--- src/inc/xtrig_pkg.sv ---
package xtrig_pkg;
  localparam int unsigned NUM_CHANNELS = 4;
  localparam int unsigned NUM_INPUTS   = 3;
  localparam logic [7:0] APP_SET_OFS         = 8'h14;
  localparam logic [7:0] APP_TRIGGER_CLEAR   = 8'h18;
  localparam logic [7:0] APP_CHANNEL_PULSE   = 8'h1c;
  localparam logic [7:0] INPUT0_CHANNEL_EN   = 8'h20;
  localparam logic [7:0] INPUT1_CHANNEL_EN   = 8'h24;
  localparam logic [7:0] INPUT2_CHANNEL_EN   = 8'h28;
  localparam logic [7:0] APP_STATE_OFS       = 8'h10;
  localparam int unsigned CHAN_LSB           = 0;
  localparam logic [3:0] APP_STATE_RESET     = 4'h0;
  localparam logic [3:0] ROUTE_RESET         = 4'h0;
  localparam logic [31:0] UNMAPPED_READ      = 32'h0000_0000;
  typedef enum logic [1:0] {
    BUS_IDLE,
    BUS_ACK
  } bus_state_t;
endpackage

--- src/logic/cross_trigger_app_channel_map.sv ---
// Overview of operation
// - Writing one to a clear bit zeroes that trigger state and its event.
// - Zero bits written to clear or pulse registers change nothing.
// - Clear register at 0x018, four disable bits, upper bits read zero.
// - Clear and pulse writes are ignored while the lock flag is set.
// - Pulse bit one emits one event pulse, trigger state untouched.
// - Pulse register has four channel bits; upper bits read zero.
// - Enabled route bit passes an input trigger event to its channel.
// - Disabled route bit blocks that input trigger from that channel.
// - Route enable registers at 0x20, 0x24, 0x28 for inputs 0 to 2.
// - Route enable registers become read-only while locked.
// - Route bits have no guaranteed reset; software must program them.
// - Set register raises the trigger state bit and its channel event.
//
// Chosen here: the Wishbone register port.
`timescale 1ns/1ps
`default_nettype none
module cross_trigger_app_channel_map (
  input  wire logic        ref_clk_in,
  input  wire logic        nrst_in,
  input  wire logic        wb_cyc_in,
  input  wire logic        wb_stb_in,
  input  wire logic        wb_we_in,
  input  wire logic [7:0]  wb_adr_in,
  input  wire logic [3:0]  wb_sel_in,
  input  wire logic [31:0] wb_dat_in,
  output logic      [31:0] wb_dat_out,
  output logic             wb_ack_out,
  input  wire logic        sw_lock_flag_in,
  input  wire logic [2:0]  trig_in,
  output logic      [3:0]  channel_event_out
);
  logic [1:0] lock_sync;
  logic [2:0] trig_sync0;
  logic [2:0] trig_sync1;
  logic       lock_q;
  xtrig_pkg::bus_state_t state;
  xtrig_pkg::bus_state_t next_state;
  logic [3:0]  app_trigger_state;
  logic [3:0]  next_app_trigger_state;
  logic [3:0]  pulse_req;
  logic [3:0]  next_pulse_req;
  logic [3:0]  next_channel_event;
  logic [31:0] next_dat;
  logic        next_ack;
  logic        take;
  logic        wr;
  logic        route_wr;
  logic [1:0]  route_idx;
  logic [3:0]  route_rd;
  logic [11:0] routes;
  logic [3:0]  routed;

  function automatic logic [1:0] route_index(input logic [7:0] adr);
    case (adr)
      xtrig_pkg::INPUT0_CHANNEL_EN: route_index = 2'd0;
      xtrig_pkg::INPUT1_CHANNEL_EN: route_index = 2'd1;
      xtrig_pkg::INPUT2_CHANNEL_EN: route_index = 2'd2;
      default:                      route_index = 2'd3;
    endcase
  endfunction

  // Route nibble of one input; index 3 names no route register
  function automatic logic [3:0] route_of(input logic [11:0] packed_routes,
                                          input logic [1:0]  idx);
    case (idx)
      2'd0:    route_of = packed_routes[3:0];
      2'd1:    route_of = packed_routes[7:4];
      2'd2:    route_of = packed_routes[11:8];
      default: route_of = 4'h0;
    endcase
  endfunction

  // Pins from other domains pass two flops before use
  always_ff @(posedge ref_clk_in or negedge nrst_in) begin
    if (!nrst_in) begin
      lock_sync  <= 2'b00;
      trig_sync0 <= 3'b000;
      trig_sync1 <= 3'b000;
    end else begin
      lock_sync  <= {lock_sync[0], sw_lock_flag_in};
      trig_sync0 <= trig_in;
      trig_sync1 <= trig_sync0;
    end
  end
  assign lock_q = lock_sync[1];

  // One request per ack; ack drops the cycle after it is given
  assign take      = wb_cyc_in && wb_stb_in && state == xtrig_pkg::BUS_IDLE;
  assign wr        = take && wb_we_in && wb_sel_in[0];
  assign route_idx = route_index(wb_adr_in);
  assign route_wr  = wr && !lock_q && route_idx != 2'd3;

  route_store u_routes (
    .ref_clk_in     (ref_clk_in),
    .nrst_in        (nrst_in),
    .wr_en_in       (route_wr),
    .wr_idx_in      (route_idx),
    .wr_data_in     (wb_dat_in[3:0]),
    .rd_idx_in      (route_idx),
    .rd_data_out    (route_rd),
    .all_routes_out (routes)
  );

  always_comb begin
    routed = 4'h0;
    for (int n = 0; n < 3; n++) begin
      if (trig_sync1[n]) begin
        routed = routed | route_of(routes, 2'(n));
      end
    end
  end

  always_comb begin
    next_state             = xtrig_pkg::BUS_IDLE;
    next_ack               = 1'b0;
    next_app_trigger_state = app_trigger_state;
    next_pulse_req         = 4'h0;
    case (state)
      xtrig_pkg::BUS_IDLE: begin
        if (take) begin
          next_state = xtrig_pkg::BUS_ACK;
          next_ack   = 1'b1;
        end
        if (wr && !lock_q) begin
          case (wb_adr_in)
            xtrig_pkg::APP_SET_OFS:
              next_app_trigger_state =
                app_trigger_state | wb_dat_in[3:0];
            xtrig_pkg::APP_TRIGGER_CLEAR:
              next_app_trigger_state =
                app_trigger_state & ~wb_dat_in[3:0];
            xtrig_pkg::APP_CHANNEL_PULSE:
              next_pulse_req = wb_dat_in[3:0];
            default: ;
          endcase
        end
      end
      xtrig_pkg::BUS_ACK: next_state = xtrig_pkg::BUS_IDLE;
      default:            next_state = xtrig_pkg::BUS_IDLE;
    endcase
    next_channel_event = next_app_trigger_state | next_pulse_req | routed;
  end

  // Read data: write-only registers and reserved bits read zero
  always_comb begin
    next_dat = xtrig_pkg::UNMAPPED_READ;
    case (wb_adr_in)
      xtrig_pkg::APP_SET_OFS,
      xtrig_pkg::APP_STATE_OFS: next_dat = {28'h0, app_trigger_state};
      // Read taken straight from the stored routes (all_routes_out); wb_dat_out registers it
      xtrig_pkg::INPUT0_CHANNEL_EN,
      xtrig_pkg::INPUT1_CHANNEL_EN,
      xtrig_pkg::INPUT2_CHANNEL_EN:
        next_dat = {28'h0, route_of(routes, route_idx)};
      default: ;
    endcase
  end

  always_ff @(posedge ref_clk_in or negedge nrst_in) begin
    if (!nrst_in) begin
      state             <= xtrig_pkg::BUS_IDLE;
      wb_ack_out        <= 1'b0;
      wb_dat_out        <= 32'h0;
      app_trigger_state <= xtrig_pkg::APP_STATE_RESET;
      pulse_req         <= 4'h0;
      channel_event_out <= 4'h0;
    end else begin
      state             <= next_state;
      wb_ack_out        <= next_ack;
      wb_dat_out        <= next_dat;
      app_trigger_state <= next_app_trigger_state;
      pulse_req         <= next_pulse_req;
      channel_event_out <= next_channel_event;
    end
  end

  // Store read port runs a cycle behind; kept to cross-check reads
  logic route_rd_pending;
  always_ff @(posedge ref_clk_in or negedge nrst_in) begin
    if (!nrst_in) begin
      route_rd_pending <= 1'b0;
    end else begin
      route_rd_pending <= take && route_idx != 2'd3;
    end
  end

  // Checks use the synced copies; raw pins run two cycles ahead
  a_clear_effect : assert property (
    @(posedge ref_clk_in) disable iff (!nrst_in)
    (wr && !lock_q && wb_adr_in == xtrig_pkg::APP_TRIGGER_CLEAR)
    |=> ((app_trigger_state & $past(wb_dat_in[3:0])) == 4'h0))
    else $error("clear did not zero state");
  a_clear_event : assert property (
    @(posedge ref_clk_in) disable iff (!nrst_in)
    (wr && !lock_q && wb_adr_in == xtrig_pkg::APP_TRIGGER_CLEAR &&
     trig_sync1 == 3'b000)
    |=> ((channel_event_out & $past(wb_dat_in[3:0])) == 4'h0))
    else $error("clear left channel event");
  a_clear_others : assert property (
    @(posedge ref_clk_in) disable iff (!nrst_in)
    (wr && !lock_q && wb_adr_in == xtrig_pkg::APP_TRIGGER_CLEAR)
    |=> ((app_trigger_state & ~$past(wb_dat_in[3:0])) ==
         ($past(app_trigger_state) & ~$past(wb_dat_in[3:0]))))
    else $error("clear touched unwritten bits");
  a_wo_read : assert property (
    @(posedge ref_clk_in) disable iff (!nrst_in)
    (take && !wb_we_in && (wb_adr_in == xtrig_pkg::APP_TRIGGER_CLEAR ||
                           wb_adr_in == xtrig_pkg::APP_CHANNEL_PULSE))
    |=> wb_dat_out == 32'h0)
    else $error("write-only register read nonzero");
  a_locked_hold : assert property (
    @(posedge ref_clk_in) disable iff (!nrst_in)
    (take && lock_q)
    |=> $stable(app_trigger_state) && pulse_req == 4'h0)
    else $error("locked write changed state");
  a_pulse_once : assert property (
    @(posedge ref_clk_in) disable iff (!nrst_in)
    (pulse_req != 4'h0)
    |=> pulse_req == 4'h0)
    else $error("pulse longer than one cycle");
  a_pulse_keeps : assert property (
    @(posedge ref_clk_in) disable iff (!nrst_in)
    (wr && wb_adr_in == xtrig_pkg::APP_CHANNEL_PULSE)
    |=> $stable(app_trigger_state))
    else $error("pulse altered state");
  a_pulse_event : assert property (
    @(posedge ref_clk_in) disable iff (!nrst_in)
    (wr && !lock_q && wb_adr_in == xtrig_pkg::APP_CHANNEL_PULSE)
    |=> ((channel_event_out & $past(wb_dat_in[3:0])) ==
         $past(wb_dat_in[3:0])))
    else $error("pulse event missing");
  a_pulse_drop : assert property (
    @(posedge ref_clk_in) disable iff (!nrst_in)
    (wr && !lock_q && wb_adr_in == xtrig_pkg::APP_CHANNEL_PULSE)
    ##1 (trig_sync1 == 3'b000)
    |=> ((channel_event_out & $past(wb_dat_in[3:0], 2) &
          ~app_trigger_state) == 4'h0))
    else $error("pulse event did not end");
  a_pulse_bits : assert property (
    @(posedge ref_clk_in) disable iff (!nrst_in)
    (wr && !lock_q && wb_adr_in == xtrig_pkg::APP_CHANNEL_PULSE)
    |=> pulse_req == $past(wb_dat_in[3:0]))
    else $error("pulse bits not taken from low nibble");
  a_set_effect : assert property (
    @(posedge ref_clk_in) disable iff (!nrst_in)
    (wr && !lock_q && wb_adr_in == xtrig_pkg::APP_SET_OFS)
    |=> ##1 ((channel_event_out & $past(wb_dat_in[3:0], 2)) ==
             $past(wb_dat_in[3:0], 2)))
    else $error("set did not raise channel");
  a_set_hold : assert property (
    @(posedge ref_clk_in) disable iff (!nrst_in)
    (wr && !lock_q && wb_adr_in == xtrig_pkg::APP_SET_OFS)
    |=> ((app_trigger_state & $past(wb_dat_in[3:0])) ==
         $past(wb_dat_in[3:0])))
    else $error("set did not raise state");
  a_route_block : assert property (
    @(posedge ref_clk_in) disable iff (!nrst_in)
    (app_trigger_state == 4'h0 && trig_sync1 == 3'b000 && !wr)
    |=> channel_event_out == 4'h0)
    else $error("event without cause");
  a_route_exact : assert property (
    @(posedge ref_clk_in) disable iff (!nrst_in)
    (trig_sync1 == 3'b001 && app_trigger_state == 4'h0 && !wr)
    |=> channel_event_out == $past(routes[3:0]))
    else $error("disabled route raised channel");
  a_route_pass : assert property (
    @(posedge ref_clk_in) disable iff (!nrst_in)
    (trig_sync1[0])
    |=> ((channel_event_out & $past(routes[3:0])) == $past(routes[3:0])))
    else $error("routed event missing");
  a_route_in2 : assert property (
    @(posedge ref_clk_in) disable iff (!nrst_in)
    (trig_sync1[2])
    |=> ((channel_event_out & $past(routes[11:8])) == $past(routes[11:8])))
    else $error("input two event missing");
  a_trig_delay : assert property (
    @(posedge ref_clk_in) disable iff (!nrst_in)
    trig_sync1 == $past(trig_in, 2))
    else $error("trigger sync depth wrong");
  a_route_upper : assert property (
    @(posedge ref_clk_in) disable iff (!nrst_in)
    (take && route_idx != 2'd3)
    |=> wb_dat_out[31:4] == 28'h0)
    else $error("route reserved bits nonzero");
  a_route_read : assert property (
    @(posedge ref_clk_in) disable iff (!nrst_in)
    route_rd_pending
    |-> wb_dat_out == {28'h0, route_rd})
    else $error("route read data disagree");
  a_route_write : assert property (
    @(posedge ref_clk_in) disable iff (!nrst_in)
    (wr && !lock_q && route_idx == 2'd1)
    |=> routes[7:4] == $past(wb_dat_in[3:0]))
    else $error("route write not stored");
  a_route_lock : assert property (
    @(posedge ref_clk_in) disable iff (!nrst_in)
    (take && lock_q)
    |=> $stable(routes))
    else $error("locked route write");
  a_lock_delay : assert property (
    @(posedge ref_clk_in) disable iff (!nrst_in)
    lock_q == $past(sw_lock_flag_in, 2))
    else $error("lock sync depth wrong");
  // Single wait state; a master that holds stb past the ack gets a second ack
  a_ack_pulse : assert property (
    @(posedge ref_clk_in) disable iff (!nrst_in)
    take
    |=> wb_ack_out ##1 !wb_ack_out)
    else $error("ack not single cycle");
  c_clear : cover property (@(posedge ref_clk_in)
    wr && wb_adr_in == xtrig_pkg::APP_TRIGGER_CLEAR);
  c_pulse : cover property (@(posedge ref_clk_in) pulse_req != 4'h0);
  c_locked : cover property (@(posedge ref_clk_in) take && lock_q);
  c_routed : cover property (@(posedge ref_clk_in) routed != 4'h0);
  c_set : cover property (@(posedge ref_clk_in)
    wr && wb_adr_in == xtrig_pkg::APP_SET_OFS);
endmodule
`default_nettype wire

--- src/logic/route_store.sv ---
`timescale 1ns/1ps
`default_nettype none
module route_store (
  input  wire logic       ref_clk_in,
  input  wire logic       nrst_in,
  input  wire logic       wr_en_in,
  input  wire logic [1:0] wr_idx_in,
  input  wire logic [3:0] wr_data_in,
  input  wire logic [1:0] rd_idx_in,
  output logic      [3:0] rd_data_out,
  output logic      [11:0] all_routes_out
);
  logic [3:0] mem [0:2];
  logic [3:0] next_mem [0:2];
  logic [3:0] next_rd_data;

  always_comb begin
    for (int i = 0; i < 3; i++) begin
      next_mem[i] = mem[i];
    end
    if (wr_en_in && wr_idx_in < 2'd3) begin
      next_mem[wr_idx_in] = wr_data_in;
    end
    next_rd_data = (rd_idx_in < 2'd3) ? mem[rd_idx_in] : 4'h0;
  end

  // Reset value is a defined zero; software must still program routes
  always_ff @(posedge ref_clk_in or negedge nrst_in) begin
    if (!nrst_in) begin
      for (int i = 0; i < 3; i++) begin
        mem[i] <= xtrig_pkg::ROUTE_RESET;
      end
      rd_data_out <= 4'h0;
    end else begin
      for (int i = 0; i < 3; i++) begin
        mem[i] <= next_mem[i];
      end
      rd_data_out <= next_rd_data;
    end
  end

  assign all_routes_out = {mem[2], mem[1], mem[0]};
endmodule
`default_nettype wire

--- config.mk ---
export PLATFORM = sky130hd
export DESIGN_NAME = cross_trigger_app_channel_map
export DESIGN_NICKNAME = d
export VERILOG_FILES = /design/src/inc/xtrig_pkg.sv /design/src/logic/cross_trigger_app_channel_map.sv /design/src/logic/route_store.sv
export SDC_FILE = /design/constraint.sdc
export NUM_CORES = 1
export LEC_CHECK = 0
export ABC_AREA = 1
export BUFFER_PORTS_ARGS = -buffer_cell sky130_fd_sc_hd__buf_4
export CAP_MARGIN = 30
export CORE_ASPECT_RATIO = 1.5
export CORE_MARGIN = 2
export CORE_UTILIZATION = 25
export DETAILED_ROUTE_END_ITERATION = 6
export PLACE_DENSITY = 0.45
export SETUP_SLACK_MARGIN = 0.2
export SLEW_MARGIN = 5
export SYNTH_ARGS = -nofsm -noshare
export SYNTH_HDL_FRONTEND = slang
export SYNTH_SLANG_ARGS = --single-unit
export TNS_END_PERCENT = 1
--- constraint.sdc ---
create_clock -name ref_clk_in -period 1.4 [get_ports ref_clk_in]
set_clock_uncertainty 0.05 [all_clocks]
set_input_delay 0.28 -clock ref_clk_in [delete_from_list [all_inputs] [get_ports ref_clk_in]]
set_output_delay 0.28 -clock ref_clk_in [all_outputs]
set_load 0.005 [all_outputs]
==> run summary, run 1 <==
===========================================================================================
Run status                                                                     complete, no violations
Vert. Die Dim                                                                   106 microns
Fraction of final layout cells sized beyond drive strength 1                          26.3%
CTS buffer count                                                                          5
Clock tree from TritonCTS                                                              done
TritonCTS Sinks                                                                          33
Wire length of the first global-routing pass                                   6530 microns
Worst-skew pair later-pin latency                                                    280 ps
Proportion of synthesized flip-flops having asynchronous set or reset                  100%
Post-detailed-route via-to-cell ratio                                                  4.17
Logic pwr share                                                                        8.4%
Path category of the worst min-delay check                                     primary input to flip-flop
Final non-filler cell area                                                       2130 sq um
Setup_tns                                                                              0 ps
Number of remaining DRC errors                                                            0
Sequential share of the synthesized area                                              47.3%
Clock Pin Slew Worst Setup and Hold Paths                                             70 ps
Post-synthesis instance area                                                     1750 sq um
Placeable core area                                                              6810 sq um
Layout area overhead                                                                  21.9%
Post-Synthesis Mean Instance Area                                                8.64 sq um
Pin count of the biggest net entering global routing                                     34
Remaining Overflow, GRT                                                                   0
Number of instances in the synthesized netlist                                          202
Top_reg_cell synth                                                             sky130_fd_sc_hd__dfrtp_1
Final hold slack                                                                    49.6 ps
Number of synthesized flops with an enable pin                                            0
Peak VDD IR                                                                        0.421 mV
Critical path capture point type                                                  flip-flop
IO Count                                                                                 90
Number of nets with antenna violations after detailed routing                             0
Data required time at the worst endpoint                                            1520 ps
Number of endpoints failing setup at the final stage                                      0
Most common cell after layout, fill and taps aside                             sky130_fd_sc_hd__nand2_1
Number of antenna violations at the first check in global routing                         0
Number of detailed-route iterations in the first pass                                     4
Data arrival time of the critical path                                              1380 ps
Vias post-DR                                                                           1338
Post-route total power                                                              1940 uW
Layout fillers                                                                          748
Number of design-rule violations left by the first detailed-router iteration             42
IO Port Bufs                                                                             30
Power per standard cell area                                                    913 nW/um^2
HPWL after DPL                                                                 2980 microns
Total length of routed wires                                                   3810 microns
Final max-slew violation count                                                            0
H-Tree Depth                                                                              2
Clock tree root driver cell                                                    sky130_fd_sc_hd__clkbuf_8
Max-cap viol count                                                                        0
Biggest fanout along the worst timing path                                                5
Commonest non-fill, non-tap cells in the layout                                sky130_fd_sc_hd__nand2_1 (48), sky130_fd_sc_hd__dfrtp_1 (33), sky130_fd_sc_hd__buf_4 (31)
Number of hold violations in the final report                                             0
Detail-routed net length per standard cell                                     11.9 microns
Post-Place Cell Area                                                             1970 sq um
Upper clock frequency limit                                                       0.791 GHz
PnR worst setup slack                                                                136 ps
Synth area leader                                                              sky130_fd_sc_hd__dfrtp_1
Worst Path Class, Setup                                                        flip-flop to flip-flop
Num rows                                                                                 37
Switching power as a share of total power                                             23.9%
Setup repair after global routing missed its margin                                     yes
Cell internal power dissipation                                                     1480 uW
Static leakage                                                                   0.00111 uW
Min cycle time layout                                                               1260 ps
Starting utilization of the core area                                                 25.6%
Via count of the first global-routing pass                                             1352
Type of origin of the critical path                                               flip-flop
Global placement routability congestion                                               0.804
Yosys warning count                                                                       0
Die Width                                                                      72.2 microns
NetSw                                                                                464 uW
Seq cells post-synth                                                                     33
Library cells used by synthesis                                                          19
Top cells by area, synth                                                       sky130_fd_sc_hd__dfrtp_1 (47%), sky130_fd_sc_hd__buf_4 (12%), sky130_fd_sc_hd__nand2_1 (11%)
Global-route usage over all layers                                                    11.3%
Setup Slack @ Placement                                                             77.3 ps
Post-synth top area share                                                             47.3%
Relative contribution of the clock network to total power                             41.1%
Sequential share of power                                                             50.4%
Part of the cycle the worst path needs                                                90.3%
Net count reported at finish                                                            295
Ant. Diodes                                                                               0
Die ar.                                                                          7680 sq um
Bufs on Longest Clock Path                                                                2
===========================================================================================
-- synthesized netlist by cell type, types with 2 or more instances --
| cell | number |
|---|---|
| sky130_fd_sc_hd__o21ai_1 | 11 |
| sky130_fd_sc_hd__nand3_4 | 2 |
| sky130_fd_sc_hd__nor2_2 | 2 |
| sky130_fd_sc_hd__inv_1 | 15 |
| sky130_fd_sc_hd__nand3_1 | 24 |
| sky130_fd_sc_hd__nand2_1 | 50 |
| sky130_fd_sc_hd__nor2_4 | 6 |
| sky130_fd_sc_hd__nand4_1 | 4 |
| sky130_fd_sc_hd__o21ai_0 | 4 |
| sky130_fd_sc_hd__clkinv_4 | 2 |
| sky130_fd_sc_hd__nor2_1 | 12 |
| sky130_fd_sc_hd__nand2_4 | 2 |
| sky130_fd_sc_hd__dfrtp_1 | 33 |
| sky130_fd_sc_hd__buf_4 | 28 |
| sky130_fd_sc_hd__nand2_2 | 3 |
-- state kept, by name, indices dropped and copies added, names as in the netlist --
signal                   flops
app_trigger_state            4
channel_event_out            4
lock_sync                    2
state                        1
trig_sync0                   3
trig_sync1                   3
u_routes.all_routes_out     12
wb_dat_out                   4
-- worst paths after layout --
path / startpoint / to / slack, ps / depth (start not counted)
hold / removal: sw_lock_flag_in / lock_sync[0]$_DFF_PN0_ / 50 / 1
hold reg to reg: trig_sync0[2]$_DFF_PN0_ / trig_sync1[2]$_DFF_PN0_ / 300 / 0
min in group asynchronous: nrst_in / u_routes.all_routes_out[6]$_DFFE_PN0P_ / 420 / 2
max in group asynchronous: nrst_in / app_trigger_state[3]$_DFF_PN0_ / 560 / 2
setup / recovery: lock_sync[1]$_DFF_PN0_ / u_routes.all_routes_out[1]$_DFFE_PN0P_ / 140 / 7
setup reg to reg: lock_sync[1]$_DFF_PN0_ / u_routes.all_routes_out[1]$_DFFE_PN0P_ / 140 / 7
-- critical path, stage by stage (launching register included) --
cell and delay [ps]:
sky130_fd_sc_hd__dfrtp_1 360, sky130_fd_sc_hd__inv_1 60, sky130_fd_sc_hd__nand2_2 60, sky130_fd_sc_hd__nor2_4 160, sky130_fd_sc_hd__nand2_4 100, sky130_fd_sc_hd__buf_12 140, sky130_fd_sc_hd__o21ai_0 150, sky130_fd_sc_hd__nand2_1 60
-- per-stage QoR --
| stage | cells | util (%) |
|---|---|---|
| after floorplan | 229 | - |
| after CTS | 321 | 31.2 |
| after detailed placement | 310 | 28.9 |
| after global routing | 321 | 31.3 |
| after global placement | 310 | 28.9 |
| final | 321 | 31.3 |
-- repair_timing --
item	4_1_cts	5_1_grt
endpoints found under the hold margin	33	0
pin swaps	2	2
endpoints found under the setup margin	13	21
hold buffers	1	0
buffers inserted	2	0
gates resized for setup	1	3
-- cells by family (layout without fill, tap and decap cells) --
logic type	count (synthesis)	count (layout)	share of synthesized area (%)
AND/OR/NAND/NOR	106	106	31.2
buffers and inverters	46	60	16.5
flip-flops	33	33	47.3
AO/OA/AOI/OAI	16	16	4.80
other	1	28	0.215
-- final cells by class --
cell class / instances / area, sq um / share of cell area, %
clock inverters: 1 / 5.00 / 0.235
well taps: 78 / 97.6 / 4.59
inverters: 18 / 77.6 / 3.65
clock buffers: 7 / 96.3 / 4.53
repair buffers: 34 / 283 / 13.3
multi-input cells: 150 / 742 / 34.9
flip-flops and latches: 33 / 826 / 38.8
-- routing by layer --
layer  global-route usage (%)  up-vias  part of all wire (%)
met2                     20.4       48                    53
met5                        0        -                     0
met3                     2.09        7                   5.2
met1                     12.0      620                    39
li1                         -      663                     -
met4                     5.80        0                   2.7
-- power by group through the flow --
| stage | clock network [uW] | logic (uW) | registers (uW) |
|---|---|---|---|
| finish | 798 | 164 | 979 |
| global route | 860 | 187 | 980 |
| CTS | 823 | 167 | 979 |
| detailed placement | 0 | 160 | 997 |
| global placement | 0 | 158 | 997 |
| floorplan | 0 | 122 | 995 |
Note: power is estimated with default switching activity, not from simulation.
==> run 2, diff against run 1 <==
==> constraint.sdc (replaced) <==
create_clock -name ref_clk_in -period 1.45 [get_ports ref_clk_in]
set_clock_uncertainty 0.05 [all_clocks]
set_input_delay 0.29 -clock ref_clk_in [delete_from_list [all_inputs] [get_ports ref_clk_in]]
set_output_delay 0.29 -clock ref_clk_in [all_outputs]
set_load 0.005 [all_outputs]
==> run 2 against run 1 <==
- hold slack gained 8.8 ps
- first-iteration DRC count shrank 2.4%
- flip-flop and latch count is the same
- routed wire length shrank 0.84%
- clock power shrank 14%
- global-route usage shrank 0.21 points
- total power shrank 8.0%
- count of clock-buffer cells in the layout shrank 2
- sequential power shrank 3.5%
- sequential share of layout area grew 0.84 points
- utilization shrank 0.66 points
- register-to-register slack gained 50 ps
- critical path type unchanged
- largest cell class unchanged
==> run summary, run 2 (synthesis results as in run 1) <==
===========================================================================================
Net count reported at finish                                                            293
Number of nets with antenna violations after detailed routing                             0
H-Tree Depth                                                                              2
Setup repair after global routing missed its margin                                     yes
Number of remaining DRC errors                                                            0
Remaining Overflow, GRT                                                                   0
Die ar.                                                                          7680 sq um
CTS buffer count                                                                          5
Data arrival time of the critical path                                              1390 ps
Max-cap viol count                                                                        0
Num rows                                                                                 37
Biggest fanout along the worst timing path                                                8
Peak VDD IR                                                                        0.330 mV
IO Count                                                                                 90
Wire length of the first global-routing pass                                   6350 microns
Global-route usage over all layers                                                    11.1%
Final non-filler cell area                                                       2080 sq um
Origin of the worst min-delay path                                               trig_in[0]
Placeable core area                                                              6810 sq um
Post-detailed-route via-to-cell ratio                                                  4.23
Die Width                                                                      72.2 microns
TritonCTS Sinks                                                                          33
Part of the cycle the worst path needs                                                87.0%
Pin count of the biggest net entering global routing                                     34
Number of detailed-route iterations in the first pass                                     4
Number of antenna violations at the first check in global routing                         0
Max stage delay on crit path                                                         360 ps
Number of endpoints failing setup at the final stage                                      0
Data required time at the worst endpoint                                            1580 ps
Critical path, cell by cell                                                    inv_1 -> nand2_2 -> nor2_4 -> nand2_4 -> clkinv_4 -> nand3_4 -> nand2_1 -> o21ai_1
Upper clock frequency limit                                                       0.793 GHz
Global placement routability congestion                                               0.806
Most common cell after layout, fill and taps aside                             sky130_fd_sc_hd__nand2_1
Vias post-DR                                                                           1350
Clock tree root driver cell                                                    sky130_fd_sc_hd__clkbuf_8
Ant. Diodes                                                                               0
Final max-slew violation count                                                            0
Bufs on Longest Clock Path                                                                2
Max FFs per register                                                                     12
Fraction of final layout cells sized beyond drive strength 1                          25.3%
Number of design-rule violations left by the first detailed-router iteration             41
Min cycle time layout                                                               1260 ps
Clock tree from TritonCTS                                                              done
Commonest non-fill, non-tap cells in the layout                                sky130_fd_sc_hd__nand2_1 (49), sky130_fd_sc_hd__dfrtp_1 (33), sky130_fd_sc_hd__buf_4 (30)
Sink of the worst hold path                                                    trig_sync0[0]$_DFF_PN0_
Vert. Die Dim                                                                   106 microns
Detail-routed net length per standard cell                                     11.8 microns
Count of cells along the worst register-to-register path                                  8
Capture instance of the worst register-to-register path                        u_routes.all_routes_out[10]$_DFFE_PN0P_
Slowest cell on the critical path                                              sky130_fd_sc_hd__dfrtp_1
HPWL after DPL                                                                 2940 microns
Total length of routed wires                                                   3780 microns
Post-Place Cell Area                                                             1960 sq um
Via count of the first global-routing pass                                             1352
Path category of the worst min-delay check                                     primary input to flip-flop
Instance count along the most critical hold path                                          1
Power per standard cell area                                                    858 nW/um^2
Setup_tns                                                                              0 ps
Number of hold violations in the final report                                             0
IO Port Bufs                                                                             30
Worst-skew pair later-pin latency                                                    290 ps
Critical path capture point type                                                  flip-flop
Clock Pin Slew Worst Setup and Hold Paths                                             70 ps
Layout area overhead                                                                  19.3%
Worst R2R Start                                                                lock_sync[1]$_DFF_PN0_
Starting utilization of the core area                                                 25.6%
Type of origin of the critical path                                               flip-flop
Register-to-Register Setup Slack                                                     190 ps
Worst Path Class, Setup                                                        flip-flop to flip-flop
Static leakage                                                                   0.00109 uW
Run status                                                                     complete, no violations
===========================================================================================
## run 2: cell count changes in the layout (fill, tap and decap cells not counted)
cell / before / now
sky130_fd_sc_hd__buf_12: 2 / 1
sky130_fd_sc_hd__clkinv_2: 1 / 2
sky130_fd_sc_hd__clkinvlp_4: 0 / 1
sky130_fd_sc_hd__nand2_2: 5 / 4
sky130_fd_sc_hd__buf_4: 31 / 30
sky130_fd_sc_hd__clkbuf_8: 7 / 5
sky130_fd_sc_hd__o21ai_0: 3 / 2
sky130_fd_sc_hd__nand2_1: 48 / 49
sky130_fd_sc_hd__o21ai_1: 11 / 12
## run 2: timing repair
action                                  in CTS  in global routing
resized for setup                            1                  3
endpoints found under the hold margin       33                  0
setup buffers                                1                  0
pin swaps                                    2                  1
endpoints found under the setup margin       9                 19
hold buffers                                 1                  0
## run 2: metrics by stage
step | util (%) | cells | hold slack, ps | setup WS, ps | power, uW
5_1_grt | 30.6 | 319 | 37.6 | 110 | 1880
6_report | 30.6 | 319 | 58.3 | 189 | 1790
3_3_place_gp | 28.8 | 309 | 219 | 127 | 1110
4_1_cts | 30.5 | 319 | 47.7 | 145 | 1820
2_1_floorplan | - | 229 | -55.6 | 321 | 1080
3_5_place_dp | 28.8 | 309 | 219 | 120 | 1120
## run 2: worst max-delay path: cells and delay by family, from the launching register on
family,cells,cell delay (ps)
DFF,1,360
AOI/OAI and AO/OA,1,60
buffers and inverters,2,150
and+or+nand+nor,5,530
## run 2: worst max-delay path by stage
stage                     slack [ps]                                 endpoint                    from  cells past startpoint
after floorplan                  320  u_routes.all_routes_out[10]$_DFFE_PN0P_  lock_sync[1]$_DFF_PN0_                      8
after CTS                        140  u_routes.all_routes_out[10]$_DFFE_PN0P_  lock_sync[1]$_DFF_PN0_                      8
after detailed placement         120                  wb_dat_out[1]$_DFF_PN0_            wb_adr_in[1]                      6
after global placement           130                  wb_dat_out[1]$_DFF_PN0_            wb_adr_in[1]                      6
after global routing             110  u_routes.all_routes_out[10]$_DFFE_PN0P_  lock_sync[1]$_DFF_PN0_                      8
final                            190  u_routes.all_routes_out[10]$_DFFE_PN0P_  lock_sync[1]$_DFF_PN0_                      8
## run 2: layout make-up
type / count / area (sq um)
fill: 744 / 4720
sequential: 33 / 826
multi-input combinational: 150 / 739
timing repair buffer: 32 / 255
tap: 78 / 97.6
inverter: 18 / 77.6
clock buffer: 5 / 68.8
clock inverter: 3 / 17.5
## run 2: routing by layer
metal  global-route usage, %  routed length [microns]  vias to the layer above
met5                       0                        0                        -
met4                    6.47                      129                        0
met3                    2.94                      217                        8
met2                    19.8                     2030                       53
met1                    11.1                     1400                      627
li1                        -                        -                      662
## run 2: power by group
part           internal [uW]  switching (uW)
registers                935            9.89
logic                   58.8            95.6
clock network            331             354
total                   1330             460
